$ cat src/core/pwmcab_pkg.sv
package pwmcab_pkg;

    // channel geometry
    localparam int NUM_CH = 8;
    localparam int NUM_PAIRS = NUM_CH / 2;
    localparam int APB_ADDR_W = 8;
    localparam int IDX_W = APB_ADDR_W - 2;

    // register indices, byte address is four times the index
    localparam logic [IDX_W-1:0] IDX_CHANNEL_ENABLE = 6'h00;
    localparam logic [IDX_W-1:0] IDX_OUTPUT_POLARITY = 6'h01;
    localparam logic [IDX_W-1:0] IDX_SCALED_SELECT = 6'h02;
    localparam logic [IDX_W-1:0] IDX_CENTRE_ALIGN = 6'h04;
    localparam logic [IDX_W-1:0] IDX_MODULE_CONTROL = 6'h05;
    localparam logic [IDX_W-1:0] IDX_CLOCK_FAMILY = 6'h06;
    localparam logic [IDX_W-1:0] IDX_STATUS = 6'h07;

    // module_control field positions
    localparam int CTL_JOIN_PAIR_ZERO_ONE = 4;
    localparam int CTL_JOIN_PAIR_TWO_THREE = 5;
    localparam int CTL_JOIN_PAIR_FOUR_FIVE = 6;
    localparam int CTL_JOIN_PAIR_SIX_SEVEN = 7;
    localparam int CTL_HALT_IN_WAIT = 3;
    localparam int CTL_HALT_IN_FREEZE = 2;
    localparam logic [7:0] CTL_RESERVED_MASK = 8'h03;

    // status field positions
    localparam int STS_WAIT = 0;
    localparam int STS_FREEZE = 1;
    localparam int STS_RUN = 2;

    // reset values
    localparam logic [7:0] REG_RESET = 8'h00;
    localparam logic [31:0] RDATA_RESET = 32'h0000_0000;

    // clock source codes {family_b, scaled}
    localparam logic [1:0] SRC_A = 2'b00;
    localparam logic [1:0] SRC_SA = 2'b01;
    localparam logic [1:0] SRC_B = 2'b10;
    localparam logic [1:0] SRC_SB = 2'b11;

    // apb slave states, one-hot
    typedef enum logic [1:0] {
        PWMCAB_ST_IDLE = 2'b01,
        PWMCAB_ST_RESP = 2'b10
    } pwmcab_apb_state_t;

endpackage

$ cat src/core/pwmcab_src_sel.sv
`timescale 1ns/1ps
`default_nettype none

module pwmcab_src_sel #(
    parameter int NCH = 8
) (
    input wire logic pclk,
    input wire logic presetn,
    input wire logic run,
    input wire logic [NCH-1:0] scaled_sel,
    input wire logic [NCH-1:0] family_sel,
    input wire logic [NCH/2-1:0] pair_join,
    input wire logic tick_a,
    input wire logic tick_b,
    input wire logic tick_sa,
    input wire logic tick_sb,
    output logic [NCH-1:0] chan_tick,
    output logic [2*NCH-1:0] chan_src
);

    typedef struct packed {
        logic [NCH-1:0] tick;
        logic [2*NCH-1:0] src;
    } pwmcab_sel_state_t;

    pwmcab_sel_state_t q;
    pwmcab_sel_state_t d;

    // family bit meaning flips for channels 2,3,6,7
    function automatic logic [1:0] src_code(input int ch, input logic fam, input logic scl);
        logic is_b;
        is_b = ((ch % 4) >= 2) ? ~fam : fam; // [RL9] [RL10]
        return {is_b, scl}; // [RL11] [RL12]
    endfunction

    always_comb begin
        int ctl_ch;
        logic [1:0] code;
        ctl_ch = 0;
        code = pwmcab_pkg::SRC_A;
        d = q;
        for (int i = 0; i < NCH; i++) begin
            // joined pair takes odd channel's selects
            ctl_ch = pair_join[i/2] ? (i | 1) : i; // [RL5]
            code = src_code(ctl_ch, family_sel[ctl_ch], scaled_sel[ctl_ch]);
            d.src[2*i +: 2] = code;
            case (code)
                pwmcab_pkg::SRC_A: d.tick[i] = run & tick_a;
                pwmcab_pkg::SRC_SA: d.tick[i] = run & tick_sa;
                pwmcab_pkg::SRC_B: d.tick[i] = run & tick_b; // [RL15]
                pwmcab_pkg::SRC_SB: d.tick[i] = run & tick_sb;
                default: d.tick[i] = 1'b0;
            endcase
        end
    end

    always_ff @(posedge pclk or negedge presetn) begin
        if (!presetn) begin
            q <= '0;
        end else begin
            q <= d;
        end
    end

    assign chan_tick = q.tick;
    assign chan_src = q.src;

endmodule

`default_nettype wire

$ cat src/core/pwmcab_ctrl.sv
// Summary of operation
// RL1: pair join bit clear keeps both channels as separate 8-bit channels.
// RL2: pair join bit set makes one 16-bit channel, even channel high byte.
// RL3: join bits sit at control bits 7,6,5,4 for pairs 6/7,4/5,2/3,0/1.
// RL4: joined pair drives its waveform on the odd channel's output pin.
// RL5: joined pair uses odd channel clock, polarity, enable and alignment.
// RL6: halt_in_wait at bit 3 stops prescaler clock during wait mode.
// RL7: halt_in_freeze at bit 2 stops prescaler clock during freeze mode.
// RL8: registers stay accessible when frozen; clock resumes on bit clear or exit.
// RL9: channels 0,1,4,5: family bit 0 picks A/SA, 1 picks B/SB.
// RL10: channels 2,3,6,7: family bit 0 picks B/SB, 1 picks A/SA.
// RL11: final source combines scaled select bit and family select bit.
// RL12: scaled select 0 picks unscaled clock, 1 picks scaled clock.
// RL13: bits of absent channels ignore writes and read as zero.
// RL14: family select readable and writable any time, glitch possible.
// RL15: gated prescaler clock holds counters; they resume from held values.
`timescale 1ns/1ps
`default_nettype none

module pwmcab_ctrl #(
    parameter logic [7:0] CHANNEL_MASK = 8'hff
) (
    input wire logic pclk,
    input wire logic presetn,
    input wire logic psel,
    input wire logic penable,
    input wire logic pwrite,
    input wire logic [pwmcab_pkg::APB_ADDR_W-1:0] paddr,
    input wire logic [31:0] pwdata,
    output logic [31:0] prdata,
    output logic pready,
    output logic pslverr,
    input wire logic mcu_wait,
    input wire logic mcu_freeze,
    input wire logic tick_a,
    input wire logic tick_b,
    input wire logic tick_sa,
    input wire logic tick_sb,
    input wire logic [pwmcab_pkg::NUM_CH-1:0] chan_wave,
    input wire logic [pwmcab_pkg::NUM_PAIRS-1:0] wave16,
    output logic [pwmcab_pkg::NUM_CH-1:0] chan_tick,
    output logic [2*pwmcab_pkg::NUM_CH-1:0] chan_src,
    output logic [pwmcab_pkg::NUM_PAIRS-1:0] pair_joined,
    output logic prescaler_run,
    output logic [pwmcab_pkg::NUM_CH-1:0] eff_enable,
    output logic [pwmcab_pkg::NUM_CH-1:0] eff_polarity,
    output logic [pwmcab_pkg::NUM_CH-1:0] eff_centre,
    output logic [pwmcab_pkg::NUM_CH-1:0] pwm_output_port
);

    localparam int NCH = pwmcab_pkg::NUM_CH;
    localparam int NP = pwmcab_pkg::NUM_PAIRS;

    typedef struct packed {
        pwmcab_pkg::pwmcab_apb_state_t st;
        logic pready;
        logic pslverr;
        logic [31:0] prdata;
        logic [7:0] module_control;
        logic [7:0] scaled_select_register;
        logic [7:0] clock_family_select;
        logic [7:0] channel_enable;
        logic [7:0] output_polarity;
        logic [7:0] centre_align;
        logic prescaler_run;
        logic [NP-1:0] joined;
        logic [NCH-1:0] eff_enable;
        logic [NCH-1:0] eff_polarity;
        logic [NCH-1:0] eff_centre;
        logic [NCH-1:0] out_port;
    } pwmcab_ctrl_state_t;

    pwmcab_ctrl_state_t q;
    pwmcab_ctrl_state_t d;

    // pair exists only where both of its channels exist
    function automatic logic [NP-1:0] pair_mask(input logic [NCH-1:0] m);
        logic [NP-1:0] r;
        r = '0;
        for (int p = 0; p < NP; p++) begin
            r[p] = m[2*p] & m[2*p+1];
        end
        return r;
    endfunction

    // join bits of the control register, pair 0 first
    function automatic logic [NP-1:0] join_bits(input logic [7:0] ctl);
        return {ctl[pwmcab_pkg::CTL_JOIN_PAIR_SIX_SEVEN], ctl[pwmcab_pkg::CTL_JOIN_PAIR_FOUR_FIVE],
                ctl[pwmcab_pkg::CTL_JOIN_PAIR_TWO_THREE], ctl[pwmcab_pkg::CTL_JOIN_PAIR_ZERO_ONE]}; // [RL3]
    endfunction

    // odd channel control overrides even channel when joined
    function automatic logic [NCH-1:0] pair_ctl(input logic [NCH-1:0] v, input logic [NP-1:0] j);
        logic [NCH-1:0] r;
        r = v;
        for (int p = 0; p < NP; p++) begin
            if (j[p]) begin
                r[2*p] = v[2*p+1]; // [RL5]
            end
        end
        return r;
    endfunction

    localparam int IDX_W_L = pwmcab_pkg::IDX_W;
    localparam logic [3:0] CTL_HALT_MASK =
        4'((1 << pwmcab_pkg::CTL_HALT_IN_WAIT) | (1 << pwmcab_pkg::CTL_HALT_IN_FREEZE));
    logic [7:0] ctl_wmask;
    logic [IDX_W_L-1:0] acc_idx;

    assign ctl_wmask = {pair_mask(CHANNEL_MASK), CTL_HALT_MASK};
    assign acc_idx = paddr[pwmcab_pkg::APB_ADDR_W-1:2];

    always_comb begin
        logic commit;
        logic mapped;
        logic [7:0] rd;
        logic [7:0] wd;
        logic [NP-1:0] j;
        commit = 1'b0;
        mapped = 1'b0;
        rd = pwmcab_pkg::REG_RESET;
        wd = pwdata[7:0];
        j = '0;
        d = q;

        // register read mux and decode
        mapped = (paddr[1:0] == 2'b00);
        case (acc_idx)
            pwmcab_pkg::IDX_CHANNEL_ENABLE: rd = q.channel_enable;
            pwmcab_pkg::IDX_OUTPUT_POLARITY: rd = q.output_polarity;
            pwmcab_pkg::IDX_SCALED_SELECT: rd = q.scaled_select_register;
            pwmcab_pkg::IDX_CENTRE_ALIGN: rd = q.centre_align;
            pwmcab_pkg::IDX_MODULE_CONTROL: rd = q.module_control;
            pwmcab_pkg::IDX_CLOCK_FAMILY: rd = q.clock_family_select; // [RL14]
            pwmcab_pkg::IDX_STATUS: begin
                rd = pwmcab_pkg::REG_RESET;
                rd[pwmcab_pkg::STS_WAIT] = mcu_wait;
                rd[pwmcab_pkg::STS_FREEZE] = mcu_freeze;
                rd[pwmcab_pkg::STS_RUN] = q.prescaler_run;
            end
            default: mapped = 1'b0;
        endcase
        if (!mapped) begin
            rd = pwmcab_pkg::REG_RESET;
        end

        // apb slave, one wait state; registers reachable in freeze too
        case (q.st)
            pwmcab_pkg::PWMCAB_ST_IDLE: begin
                d.pready = 1'b0;
                d.pslverr = 1'b0;
                if (psel && penable) begin
                    d.st = pwmcab_pkg::PWMCAB_ST_RESP; // [RL8]
                    d.pready = 1'b1;
                    d.pslverr = ~mapped;
                    d.prdata = pwrite ? pwmcab_pkg::RDATA_RESET : {24'h000000, rd};
                end
            end
            pwmcab_pkg::PWMCAB_ST_RESP: begin
                commit = psel & penable;
                d.st = pwmcab_pkg::PWMCAB_ST_IDLE;
                d.pready = 1'b0;
                d.pslverr = 1'b0;
            end
            default: begin
                d.st = pwmcab_pkg::PWMCAB_ST_IDLE;
                d.pready = 1'b0;
                d.pslverr = 1'b0;
            end
        endcase

        // absent channel bits never store, so read back zero
        if (commit && pwrite && mapped) begin
            case (acc_idx)
                pwmcab_pkg::IDX_CHANNEL_ENABLE: d.channel_enable = wd & CHANNEL_MASK; // [RL13]
                pwmcab_pkg::IDX_OUTPUT_POLARITY: d.output_polarity = wd & CHANNEL_MASK;
                pwmcab_pkg::IDX_SCALED_SELECT: d.scaled_select_register = wd & CHANNEL_MASK;
                pwmcab_pkg::IDX_CENTRE_ALIGN: d.centre_align = wd & CHANNEL_MASK;
                pwmcab_pkg::IDX_MODULE_CONTROL: d.module_control = wd & ctl_wmask; // [RL13]
                pwmcab_pkg::IDX_CLOCK_FAMILY: d.clock_family_select = wd & CHANNEL_MASK; // [RL14]
                default: d.module_control = q.module_control;
            endcase
        end

        // prescaler input gating in wait and freeze
        d.prescaler_run = ~(mcu_wait & q.module_control[pwmcab_pkg::CTL_HALT_IN_WAIT]) // [RL6]
                          & ~(mcu_freeze & q.module_control[pwmcab_pkg::CTL_HALT_IN_FREEZE]); // [RL7] [RL8]

        // pair joining and effective per-channel controls
        j = join_bits(q.module_control);
        d.joined = j; // [RL1] [RL2]
        d.eff_enable = pair_ctl(q.channel_enable, j);
        d.eff_polarity = pair_ctl(q.output_polarity, j);
        d.eff_centre = pair_ctl(q.centre_align, j); // [RL5]

        // output pin routing
        for (int p = 0; p < NP; p++) begin
            if (j[p]) begin
                d.out_port[2*p+1] = wave16[p]; // [RL4]
                d.out_port[2*p] = 1'b0;
            end else begin
                d.out_port[2*p+1] = chan_wave[2*p+1]; // [RL1]
                d.out_port[2*p] = chan_wave[2*p];
            end
        end
    end

    always_ff @(posedge pclk or negedge presetn) begin
        if (!presetn) begin
            q.st <= pwmcab_pkg::PWMCAB_ST_IDLE;
            q.pready <= 1'b0;
            q.pslverr <= 1'b0;
            q.prdata <= pwmcab_pkg::RDATA_RESET;
            q.module_control <= pwmcab_pkg::REG_RESET;
            q.scaled_select_register <= pwmcab_pkg::REG_RESET;
            q.clock_family_select <= pwmcab_pkg::REG_RESET;
            q.channel_enable <= pwmcab_pkg::REG_RESET;
            q.output_polarity <= pwmcab_pkg::REG_RESET;
            q.centre_align <= pwmcab_pkg::REG_RESET;
            q.prescaler_run <= 1'b1;
            q.joined <= '0;
            q.eff_enable <= '0;
            q.eff_polarity <= '0;
            q.eff_centre <= '0;
            q.out_port <= '0;
        end else begin
            q <= d;
        end
    end

    // per-channel clock source selection, ticks stop while gated
    pwmcab_src_sel #(
        .NCH(NCH)
    ) u_src_sel (
        .pclk(pclk),
        .presetn(presetn),
        .run(q.prescaler_run), // [RL15]
        .scaled_sel(q.scaled_select_register),
        .family_sel(q.clock_family_select),
        .pair_join(q.joined),
        .tick_a(tick_a),
        .tick_b(tick_b),
        .tick_sa(tick_sa),
        .tick_sb(tick_sb),
        .chan_tick(chan_tick),
        .chan_src(chan_src)
    );

    assign prdata = q.prdata;
    assign pready = q.pready;
    assign pslverr = q.pslverr;
    assign pair_joined = q.joined;
    assign prescaler_run = q.prescaler_run;
    assign eff_enable = q.eff_enable;
    assign eff_polarity = q.eff_polarity;
    assign eff_centre = q.eff_centre;
    assign pwm_output_port = q.out_port;

    for (genvar p = 0; p < NP; p++) begin : g_pair_chk

    end

    // per-channel source checks, selects take one edge to reach the outputs
    for (genvar c = 0; c < NCH; c++) begin : g_chan_chk
        localparam logic FAM_FLIP = ((c % 4) >= 2);

    end
endmodule

`default_nettype wire

$ cat config.mk
export PLATFORM = sky130hd
export DESIGN_NAME = pwmcab_ctrl
export DESIGN_NICKNAME = d
export VERILOG_FILES = /design/src/core/pwmcab_pkg.sv /design/src/core/pwmcab_src_sel.sv /design/src/core/pwmcab_ctrl.sv
export SDC_FILE = /design/constraint.sdc
export NUM_CORES = 1
export LEC_CHECK = 0
export BUFFER_PORTS_ARGS = -buffer_cell sky130_fd_sc_hd__buf_2
export CAP_MARGIN = 30
export CORE_MARGIN = 1.5
export CORE_UTILIZATION = 35
export DETAILED_ROUTE_END_ITERATION = 8
export REMOVE_ABC_BUFFERS = 1
export SLEW_MARGIN = 25
export SYNTH_ARGS = -nofsm -noshare
export SYNTH_HDL_FRONTEND = slang
export SYNTH_SLANG_ARGS = --single-unit
$ cat constraint.sdc
create_clock -name pclk -period 2.78 [get_ports pclk]
set_clock_uncertainty 0.05 [all_clocks]
set_input_delay 0.278 -clock pclk [delete_from_list [all_inputs] [get_ports pclk]]
set_output_delay 0.278 -clock pclk [all_outputs]
set_load 0.01 [all_outputs]
==> impl_metrics.env, run 1 <==
export IMPL_whs_ps=24.1
export IMPL_rsz0062_at_grt="no"
export IMPL_vias=3101
export IMPL_first_iter_violations=124
export IMPL_drt_total_wl_um=11600
export IMPL_ys_ff_latch=119
export IMPL_violations="design-rule violations"
export IMPL_syn_to_final_growth_pct=18.1
export IMPL_drc=11
export IMPL_required_ps=3020
export IMPL_synth_distinct_cells=39
export IMPL_worstHoldPathType="input port to register"
export IMPL_die_w_um=126
export IMPL_tns_ps=0
export IMPL_syn_inst=389
export IMPL_cp_arrival_ps=2370
export IMPL_setup_viol=0
export IMPL_antenna_found_initial=0
export IMPL_synth_top_cell_area_share_pct=55.2
export IMPL_grt_overflow_total=0
export IMPL_grt_pass1_vias=3258
export IMPL_yosys_top_cells_area="dfrtp_1, mux2_2, buf_4"
export IMPL_maxSlewHeadroom_pct=53.1
export IMPL_dp_hpwl_um=8120
export IMPL_startpoint_type="register"
export IMPL_cts_sinks=119
export IMPL_insertion_delay_ps=410
export IMPL_irDropWorstVdd_mv=0.362
export IMPL_endpoint_kind="register"
export IMPL_stdcell_count=662
export IMPL_hold_viol_final=0
export IMPL_yosysSeqAreaShare_pct=56.2
export IMPL_htreeDepth=4
export IMPL_routabilityCongestion=0.803
export IMPL_num_rows=44
export IMPL_cts_setup_buffers=0
export IMPL_layout_min_cycle_time_ps=2120
export IMPL_async_reset_ff_share_pct=100
export IMPL_wl_per_cell_um=17.6
export IMPL_synth_avg_cell_area_sq_um=13.6
export IMPL_detail_route_antenna_nets=0
export IMPL_port_buffers=109
export IMPL_drtPass1Iterations=6
export IMPL_cts_tree="yes"
export IMPL_synth_edf_count=0
export IMPL_antenna_cells=0
export IMPL_fillers=1391
export IMPL_slew_violations=0
export IMPL_io_pins=158
export IMPL_viasPerCell=4.68
export IMPL_maxCapViolCount=0
export IMPL_synth_top_cells_by_count="dfrtp_1, buf_4, mux2_2"
export IMPL_dp_cells=628
export IMPL_start_util_pct=36.2
export IMPL_core_area_sq_um=14600
export IMPL_cts_root_buffer="clkbuf_16"
export IMPL_clockBufferDepth=2
export IMPL_worst_slew_pin_slew_ps=704
export IMPL_critPathKind="register to register"
export IMPL_grt_max_degree=55
export IMPL_final_util_pct=42.7
export IMPL_clkSlewWorstSetupHoldPaths_ps=50
export IMPL_yosys_area_top_type="dfrtp_1"
export IMPL_p_leak_nw=3.24
export IMPL_finalNetCount=528
export IMPL_synthesis_area_sq_um=5300
export IMPL_path_max_fanout=8
export IMPL_yosys_cell_count_top_type="dfrtp_1"
export IMPL_cellPowerDensity_nw_per_um2=655
export IMPL_max_freq_mhz=471
export IMPL_yosysWarnings=0
export IMPL_synth_flop_cell="dfrtp_1"
export IMPL_die_area_sq_um=15900
export IMPL_status="finished, violations left"
export IMPL_die_h_um=126
export IMPL_post_route_period_util_pct=76.4
export IMPL_drive_above_1_share_pct=47.7
export IMPL_power_mw=4.10
export IMPL_numCtsBuffers=17
export IMPL_grt_total_usage_pct=15.7
export IMPL_grt_pass1_wl_um=18500
## critical path, stage by stage (launching register included)
cell and delay (ps):
dfrtp_1 350, nand4_1 70, or4b_1 560, or4b_4 640, mux2_4 340
## flip-flops by register name, indices dropped and copies added (netlist names)
signal / cells
pready: 1
prdata: 8
pair_joined: 4
u_src_sel.chan_src: 16
q: 32
d: 16
u_src_sel.chan_tick: 8
eff_polarity: 8
pwm_output_port: 8
eff_centre: 8
eff_enable: 8
pslverr: 1
prescaler_run: 1
## area by class of cell
type                       instances  area, sq um  share of cell area [%]
clock buffer                      23          458                    7.32
clock inverter                     9          125                    2.00
inverter                          11         41.3                   0.660
multi-input combinational        195         1770                    28.2
sequential                       119         2980                    47.6
tap                              184          230                    3.68
timing repair buffer             121          656                    10.5
## power breakdown
part	internal (mW)	total [mW]	switching, mW	leakage [nW]
sequential	1.75	1.76	0.00522	1.60
clock	1.42	2.15	0.731	0.281
combinational	0.0614	0.184	0.122	1.36
total	3.24	4.10	0.859	3.24
## final timing paths
kind	startpoint	endpoint	slack, ps	cells past startpoint
setup / recovery	q[120]	q[76]	660	4
hold / removal	mcu_freeze	prescaler_run	20	2
setup reg to reg	q[120]	q[76]	660	4
hold reg to reg	d[9]	eff_centre[1]	370	0
max in group asynchronous	presetn	d[11]	1430	3
min in group asynchronous	presetn	eff_enable[2]	420	2
## metrics by stage
step	instance area (sq um)	worst slack (ps)
6_report	6260	657
5_1_grt	6260	584
4_1_cts	6260	651
3_5_place_dp	5650	433
3_3_place_gp	5650	451
2_1_floorplan	4790	502
## kinds of logic after synthesis
group	count (synthesis)	share of synthesized area [%]
other	1	0.0708
DFF	119	56.2
AOI/OAI and AO/OA	27	3.00
muxes	97	22.5
buffers and inverters	98	12.1
and+or+nand+nor	47	6.11
## routing by layer
| layer | global-route usage, % | up-vias | part of all wire [%] |
|---|---|---|---|
| met1 | 20.3 | 1571 | 43 |
| met4 | 5.14 | 0 | 1.5 |
| met3 | 5.56 | 19 | 5.7 |
| met5 | 0 | - | 0 |
| met2 | 24.5 | 103 | 49 |
| li1 | - | 1408 | - |
## repair_timing
action                    in CTS  in global routing
hold endpoints to repair      51                  0
hold buffers                   2                  0
resized for setup              0                  0
## placed cells by master, fill, tap and decap left out, drive strengths merged, types with 4 or more instances in the layout
| cell type | n |
|---|---|
| a21oi | 8 |
| nand2 | 8 |
| dfrtp | 117 |
| mux4 | 9 |
| mux2i | 24 |
| nor2 | 6 |
| nand3b | 4 |
| and2 | 7 |
| clkbuf | 23 |
| nor2b | 5 |
| o21ai | 11 |
| mux2 | 64 |
| conb | 24 |
| buf | 119 |
| inv | 11 |
| clkinv | 4 |
(Power assumes the default switching activity.)
==> run 2, diff against run 1 <==
--- a/config.mk
+++ b/config.mk
@@ -5,6 +5,7 @@
 export SDC_FILE = /design/constraint.sdc
 export NUM_CORES = 1
 export LEC_CHECK = 0
+export ABC_AREA = 1
 export BUFFER_PORTS_ARGS = -buffer_cell sky130_fd_sc_hd__buf_2
 export CAP_MARGIN = 30
 export CORE_MARGIN = 1.5
==> constraint.sdc (replaced) <==
create_clock -name pclk -period 2.1 [get_ports pclk]
set_clock_uncertainty 0.05 [all_clocks]
set_input_delay 0.21 -clock pclk [delete_from_list [all_inputs] [get_ports pclk]]
set_output_delay 0.21 -clock pclk [all_outputs]
set_load 0.01 [all_outputs]
==> impl_metrics.env, run 2 <==
export IMPL_status="finished clean"
export IMPL_cellPowerDensity_nw_per_um2=806
export IMPL_critPathKind="register to register"
export IMPL_die_area_sq_um=16300
export IMPL_r2r_start="q[119]"
export IMPL_fin_ws_ps=392
export IMPL_die_w_um=128
export IMPL_cts_setup_buffers=0
export IMPL_slowest_delay_ps=520
export IMPL_cts_sinks=119
export IMPL_final_common_cell="nand2_1"
export IMPL_synthesis_area_sq_um=5430
export IMPL_path_max_fanout=8
export IMPL_async_reset_ff_share_pct=100
export IMPL_synth_compound_area_share_pct=8.95
export IMPL_largest_reg_flops=32
export IMPL_dp_hpwl_um=8900
export IMPL_synth_top_cell_area_share_pct=54.0
export IMPL_maxCapViolCount=0
export IMPL_regMostFlops="q"
export IMPL_numCtsBuffers=17
export IMPL_grt_pass1_wl_um=20500
export IMPL_yosys_area_top_type="dfrtp_1"
export IMPL_required_ps=2400
export IMPL_start_util_pct=35.8
export IMPL_cp_arrival_ps=2010
export IMPL_port_buffers=109
export IMPL_htreeDepth=4
export IMPL_r2r_end="prdata[6]"
export IMPL_synth_simple_area_share_pct=19.1
export IMPL_synthAdderAreaFrac_pct=0
export IMPL_path_common_cell="nand2_1"
export IMPL_startpoint_type="register"
export IMPL_routabilityCongestion=0.835
export IMPL_cts_root_buffer="clkbuf_16"
export IMPL_synth_xor_xnor_area_share_pct=0
export IMPL_rsz0062_at_grt="no"
export IMPL_antenna_cells=0
export IMPL_drive_above_1_share_pct=25.4
export IMPL_drtPass1Iterations=5
export IMPL_grt_overflow_total=0
export IMPL_clockBufferDepth=2
export IMPL_yosysWarnings=0
export IMPL_wl_per_cell_um=14.2
export IMPL_min_to="prescaler_run"
export IMPL_r2r_cells=7
export IMPL_cts_tree="yes"
export IMPL_design_area_sq_um=6460
export IMPL_place_ws_ps=264
export IMPL_grt_total_usage_pct=16.4
export IMPL_die_h_um=128
export IMPL_drc=0
export IMPL_layout_min_cycle_time_ps=1710
export IMPL_crit_slowest_cell="dfstp_2"
export IMPL_insertion_delay_ps=410
export IMPL_endpoint_kind="register"
export IMPL_hold_depth=3
export IMPL_final_cell_mix="nand2_1, dfrtp_1, buf_2"
export IMPL_p_leak_nw=3.42
export IMPL_synth_top_cells_by_count="nand2_1, dfrtp_1, buf_4"
export IMPL_yosysSeqAreaShare_pct=54.9
export IMPL_viasPerCell=4.59
export IMPL_irDropWorstVdd_mv=0.571
export IMPL_drt_total_wl_um=12400
export IMPL_dpl_cell_area_sq_um=5790
export IMPL_synth_distinct_cells=27
export IMPL_core_area_sq_um=15100
export IMPL_num_rows=45
export IMPL_grt_max_degree=38
export IMPL_maxSlewHeadroom_pct=60.1
export IMPL_worstHoldPathType="input port to register"
export IMPL_grt_pass1_vias=3977
export IMPL_crit_path_cell_trace="inv_1 -> or2_2 -> nor2_1 -> nand2_1 -> nor2_2 -> nand2_1 -> nand2_1"
export IMPL_r2r_slack_ps=390
export IMPL_post_route_period_util_pct=81.3
export IMPL_synth_edf_count=0
export IMPL_ys_ff_latch=119
export IMPL_yosys_top_cells_area="dfrtp_1, buf_4, nand2_1"
export IMPL_synth_flop_cell="dfrtp_1"
export IMPL_finalNetCount=739
export IMPL_setup_viol=0
export IMPL_antenna_found_initial=0
export IMPL_detail_route_antenna_nets=0
export IMPL_min_from="mcu_wait"
export IMPL_syn_to_final_growth_pct=19.1
export IMPL_clkSlewWorstSetupHoldPaths_ps=50
export IMPL_tns_ps=0
export IMPL_slew_violations=0
export IMPL_yosys_cell_count_top_type="nand2_1"
export IMPL_synth_area_mux_share_pct=2.08
export IMPL_io_pins=158
export IMPL_vias=4019
export IMPL_synth_avg_cell_area_sq_um=9.29
export IMPL_hold_viol_final=0
export IMPL_worst_slew_pin_slew_ps=592
export IMPL_synth_top_family_by_area="simple AND/OR/NAND/NOR gates"
export IMPL_max_freq_mhz=586
export IMPL_first_iter_violations=271
export IMPL_syn_inst=584
## run 2: per-layer routing
layer,global-route usage [%],part of all wire (%)
met2,25.2,46
met1,22.0,45
met5,0,0
met3,4.31,6.5
met4,7.09,1.6
## run 2: stage by stage
step	util, %	power, mW	std cells	hold WS (ps)
2_1_floorplan	-	2.47	523	-136
3_3_place_gp	38.2	2.62	831	156
3_5_place_dp	38.2	2.63	831	161
4_1_cts	42.7	5.26	876	11.0
5_1_grt	42.7	5.40	876	15.2
6_report	42.7	5.21	876	19.2
## run 2: repair_timing
| action | CTS | global route |
|---|---|---|
| hold endpoints to repair | 41 | 0 |
| hold buffers | 14 | 0 |
| resized for setup | 0 | 0 |
## run 2: layout make-up
cell class / count / area, sq um
Multi-Input combinational cell: 352 / 1730
Sequential cell: 119 / 2980
Tap cell: 188 / 235
Clock inverter: 10 / 81.3
Timing Repair Buffer: 134 / 796
Inverter: 52 / 195
Fill cell: 1471 / 8680
Clock buffer: 21 / 450
## run 2: critical path, delay by kind of cell, from the launching register on
family                 cells  cell delay (ps)
buffers and inverters      1               50
DFF                        1              520
and+or+nand+nor            6             1030
## run 2: how the worst max path moves through the flow
| stage | start | endpoint | slack [ps] | cells past startpoint |
|---|---|---|---|---|
| floorplan | paddr[7] | d[32] | 40 | 6 |
| global placement | paddr[7] | q[79] | 310 | 7 |
| detailed placement | paddr[7] | q[51] | 260 | 7 |
| CTS | q[119] | prdata[7] | 370 | 7 |
| global route | q[119] | prdata[1] | 230 | 7 |
| finish | q[119] | prdata[6] | 390 | 7 |
## run 2: cell families (layout without fill, tap and decap cells)
kind of cell	count (synthesis)	after routing
simple gates	225	225
flops	119	119
mux	10	10
other cells	1	24
compound gates	93	93
buf+inv	136	217
## run 2: power breakdown
group	leakage, nW	internal (mW)	total (mW)	switching, mW
clock	0.266	1.63	2.60	0.973
sequential	1.60	2.32	2.32	0.00511
combinational	1.56	0.0933	0.283	0.189
==> run 3, diff against run 2 <==
==> constraint.sdc (replaced) <==
create_clock -name pclk -period 1.4 [get_ports pclk]
set_clock_uncertainty 0.05 [all_clocks]
set_input_delay 0.14 -clock pclk [delete_from_list [all_inputs] [get_ports pclk]]
set_output_delay 0.14 -clock pclk [all_outputs]
set_load 0.01 [all_outputs]
==> impl_metrics.env, run 3 (same netlist as run 2, synthesis figures left out) <==
export IMPL_status="finished, violations left"
export IMPL_violations="negative setup slack"
export IMPL_power_mw=8.42
export IMPL_dp_hpwl_um=9380
export IMPL_path_max_fanout=8
export IMPL_irDropWorstVdd_mv=0.980
export IMPL_rsz0062_at_grt="yes"
export IMPL_vias=4282
export IMPL_core_area_sq_um=15100
export IMPL_r2r_cells=7
export IMPL_antenna_found_initial=0
export IMPL_finalNetCount=772
export IMPL_num_rows=45
export IMPL_wl_per_cell_um=15.0
export IMPL_grt_total_usage_pct=17.2
export IMPL_p_leak_nw=3.71
export IMPL_fin_ws_ps=-41.9
export IMPL_antenna_cells=0
export IMPL_htreeDepth=4
export IMPL_io_pins=158
export IMPL_largest_reg_flops=32
export IMPL_drive_above_1_share_pct=30.7
export IMPL_grt_pass1_wl_um=21500
export IMPL_dpl_cell_area_sq_um=6070
export IMPL_max_freq_mhz=694
export IMPL_detail_route_antenna_nets=0
export IMPL_clkSlewWorstSetupHoldPaths_ps=60
export IMPL_min_from="pwdata[0]"
export IMPL_cp_arrival_ps=1750
export IMPL_die_area_sq_um=16300
export IMPL_post_route_period_util_pct=103
export IMPL_cts_tree="yes"
export IMPL_insertion_delay_ps=420
export IMPL_place_ws_ps=-286
export IMPL_numCtsBuffers=17
export IMPL_viasPerCell=4.71
export IMPL_grt_overflow_total=0
export IMPL_drt_total_wl_um=13700
export IMPL_die_w_um=128
export IMPL_drtPass1Iterations=5
export IMPL_slew_violations=0
export IMPL_setup_viol=15
export IMPL_required_ps=1710
export IMPL_routabilityCongestion=0.835
export IMPL_crit_start="q[119]"
export IMPL_endpoint_kind="register"
export IMPL_maxCapViolCount=0
export IMPL_clockBufferDepth=2
export IMPL_final_cell_mix="nand2_1, dfrtp_1, buf_2"
export IMPL_r2r_start="q[119]"
export IMPL_final_util_pct=46.4
export IMPL_hold_viol_final=0
export IMPL_regMostFlops="q"
export IMPL_grt_pass1_vias=4120
export IMPL_port_buffers=109
export IMPL_syn_to_final_growth_pct=29.4
export IMPL_startpoint_type="register"
export IMPL_grt_max_degree=38
export IMPL_design_area_sq_um=7020
export IMPL_critPathKind="register to register"
export IMPL_worstHoldPathType="input port to register"
export IMPL_first_iter_violations=283
export IMPL_r2r_end="prdata[7]"
export IMPL_cts_sinks=119
export IMPL_r2r_slack_ps=-40
export IMPL_crit_end="prdata[7]"
export IMPL_drc=0
export IMPL_layout_min_cycle_time_ps=1440
export IMPL_start_util_pct=35.8
export IMPL_cellPowerDensity_nw_per_um2=1200
export IMPL_cts_root_buffer="clkbuf_16"
export IMPL_die_h_um=128
## run 3: power breakdown
part / internal [mW] / switching (mW)
Sequential: 3.48 / 0.00838
Combinational: 0.179 / 0.311
Clock: 3.00 / 1.45
## run 3: worst min path at each step
stage / to / depth (start not counted)
2_1_floorplan: d[11] / 0
3_3_place_gp: eff_polarity[0] / 1
3_5_place_dp: q[53] / 1
4_1_cts: q[45] / 3
5_1_grt: q[61] / 3
6_report: q[61] / 3
## run 3: worst max-delay path, cell delays in order, from the launching register on
cell and delay (ps):
dfstp_2 520, inv_2 30, or2_4 240, nor2_4 90
nand2_2 80, nor2_4 220, nand2_2 80, nand2_1 70
## run 3: cell type report
class	count	area [sq um]
tap	188	235
fill	1402	8130
inverter	52	198
sequential	119	2980
multi-input combinational	355	1850
timing repair buffer	164	1150
clock inverter	9	150
clock buffer	22	454
## run 3: layer usage
layer  routed length, um  global-route usage [%]
met3                 980                    4.48
met2                6320                    26.4
met1                6020                    22.9
met4                 345                    7.35
met5                   0                       0
## run 3: metrics by stage
| stage | hold WS [ps] | std cells | setup TNS (ps) |
|---|---|---|---|
| 2_1_floorplan | -206 | 523 | -29660 |
| 3_3_place_gp | 37.5 | 854 | -4610 |
| 3_5_place_dp | 47.5 | 854 | -7660 |
| 4_1_cts | 4.88 | 902 | -234 |
| 5_1_grt | 32.1 | 909 | -2260 |
| 6_report | 20.0 | 909 | -331 |
## run 3: timing repair
action	in CTS	in global routing
pin swaps	10	19
buffers inserted	2	3
gates resized for setup	7	24
endpoints found under the hold margin	127	0
cloned	0	4
hold buffers	15	0
setup endpoints to repair	14	48
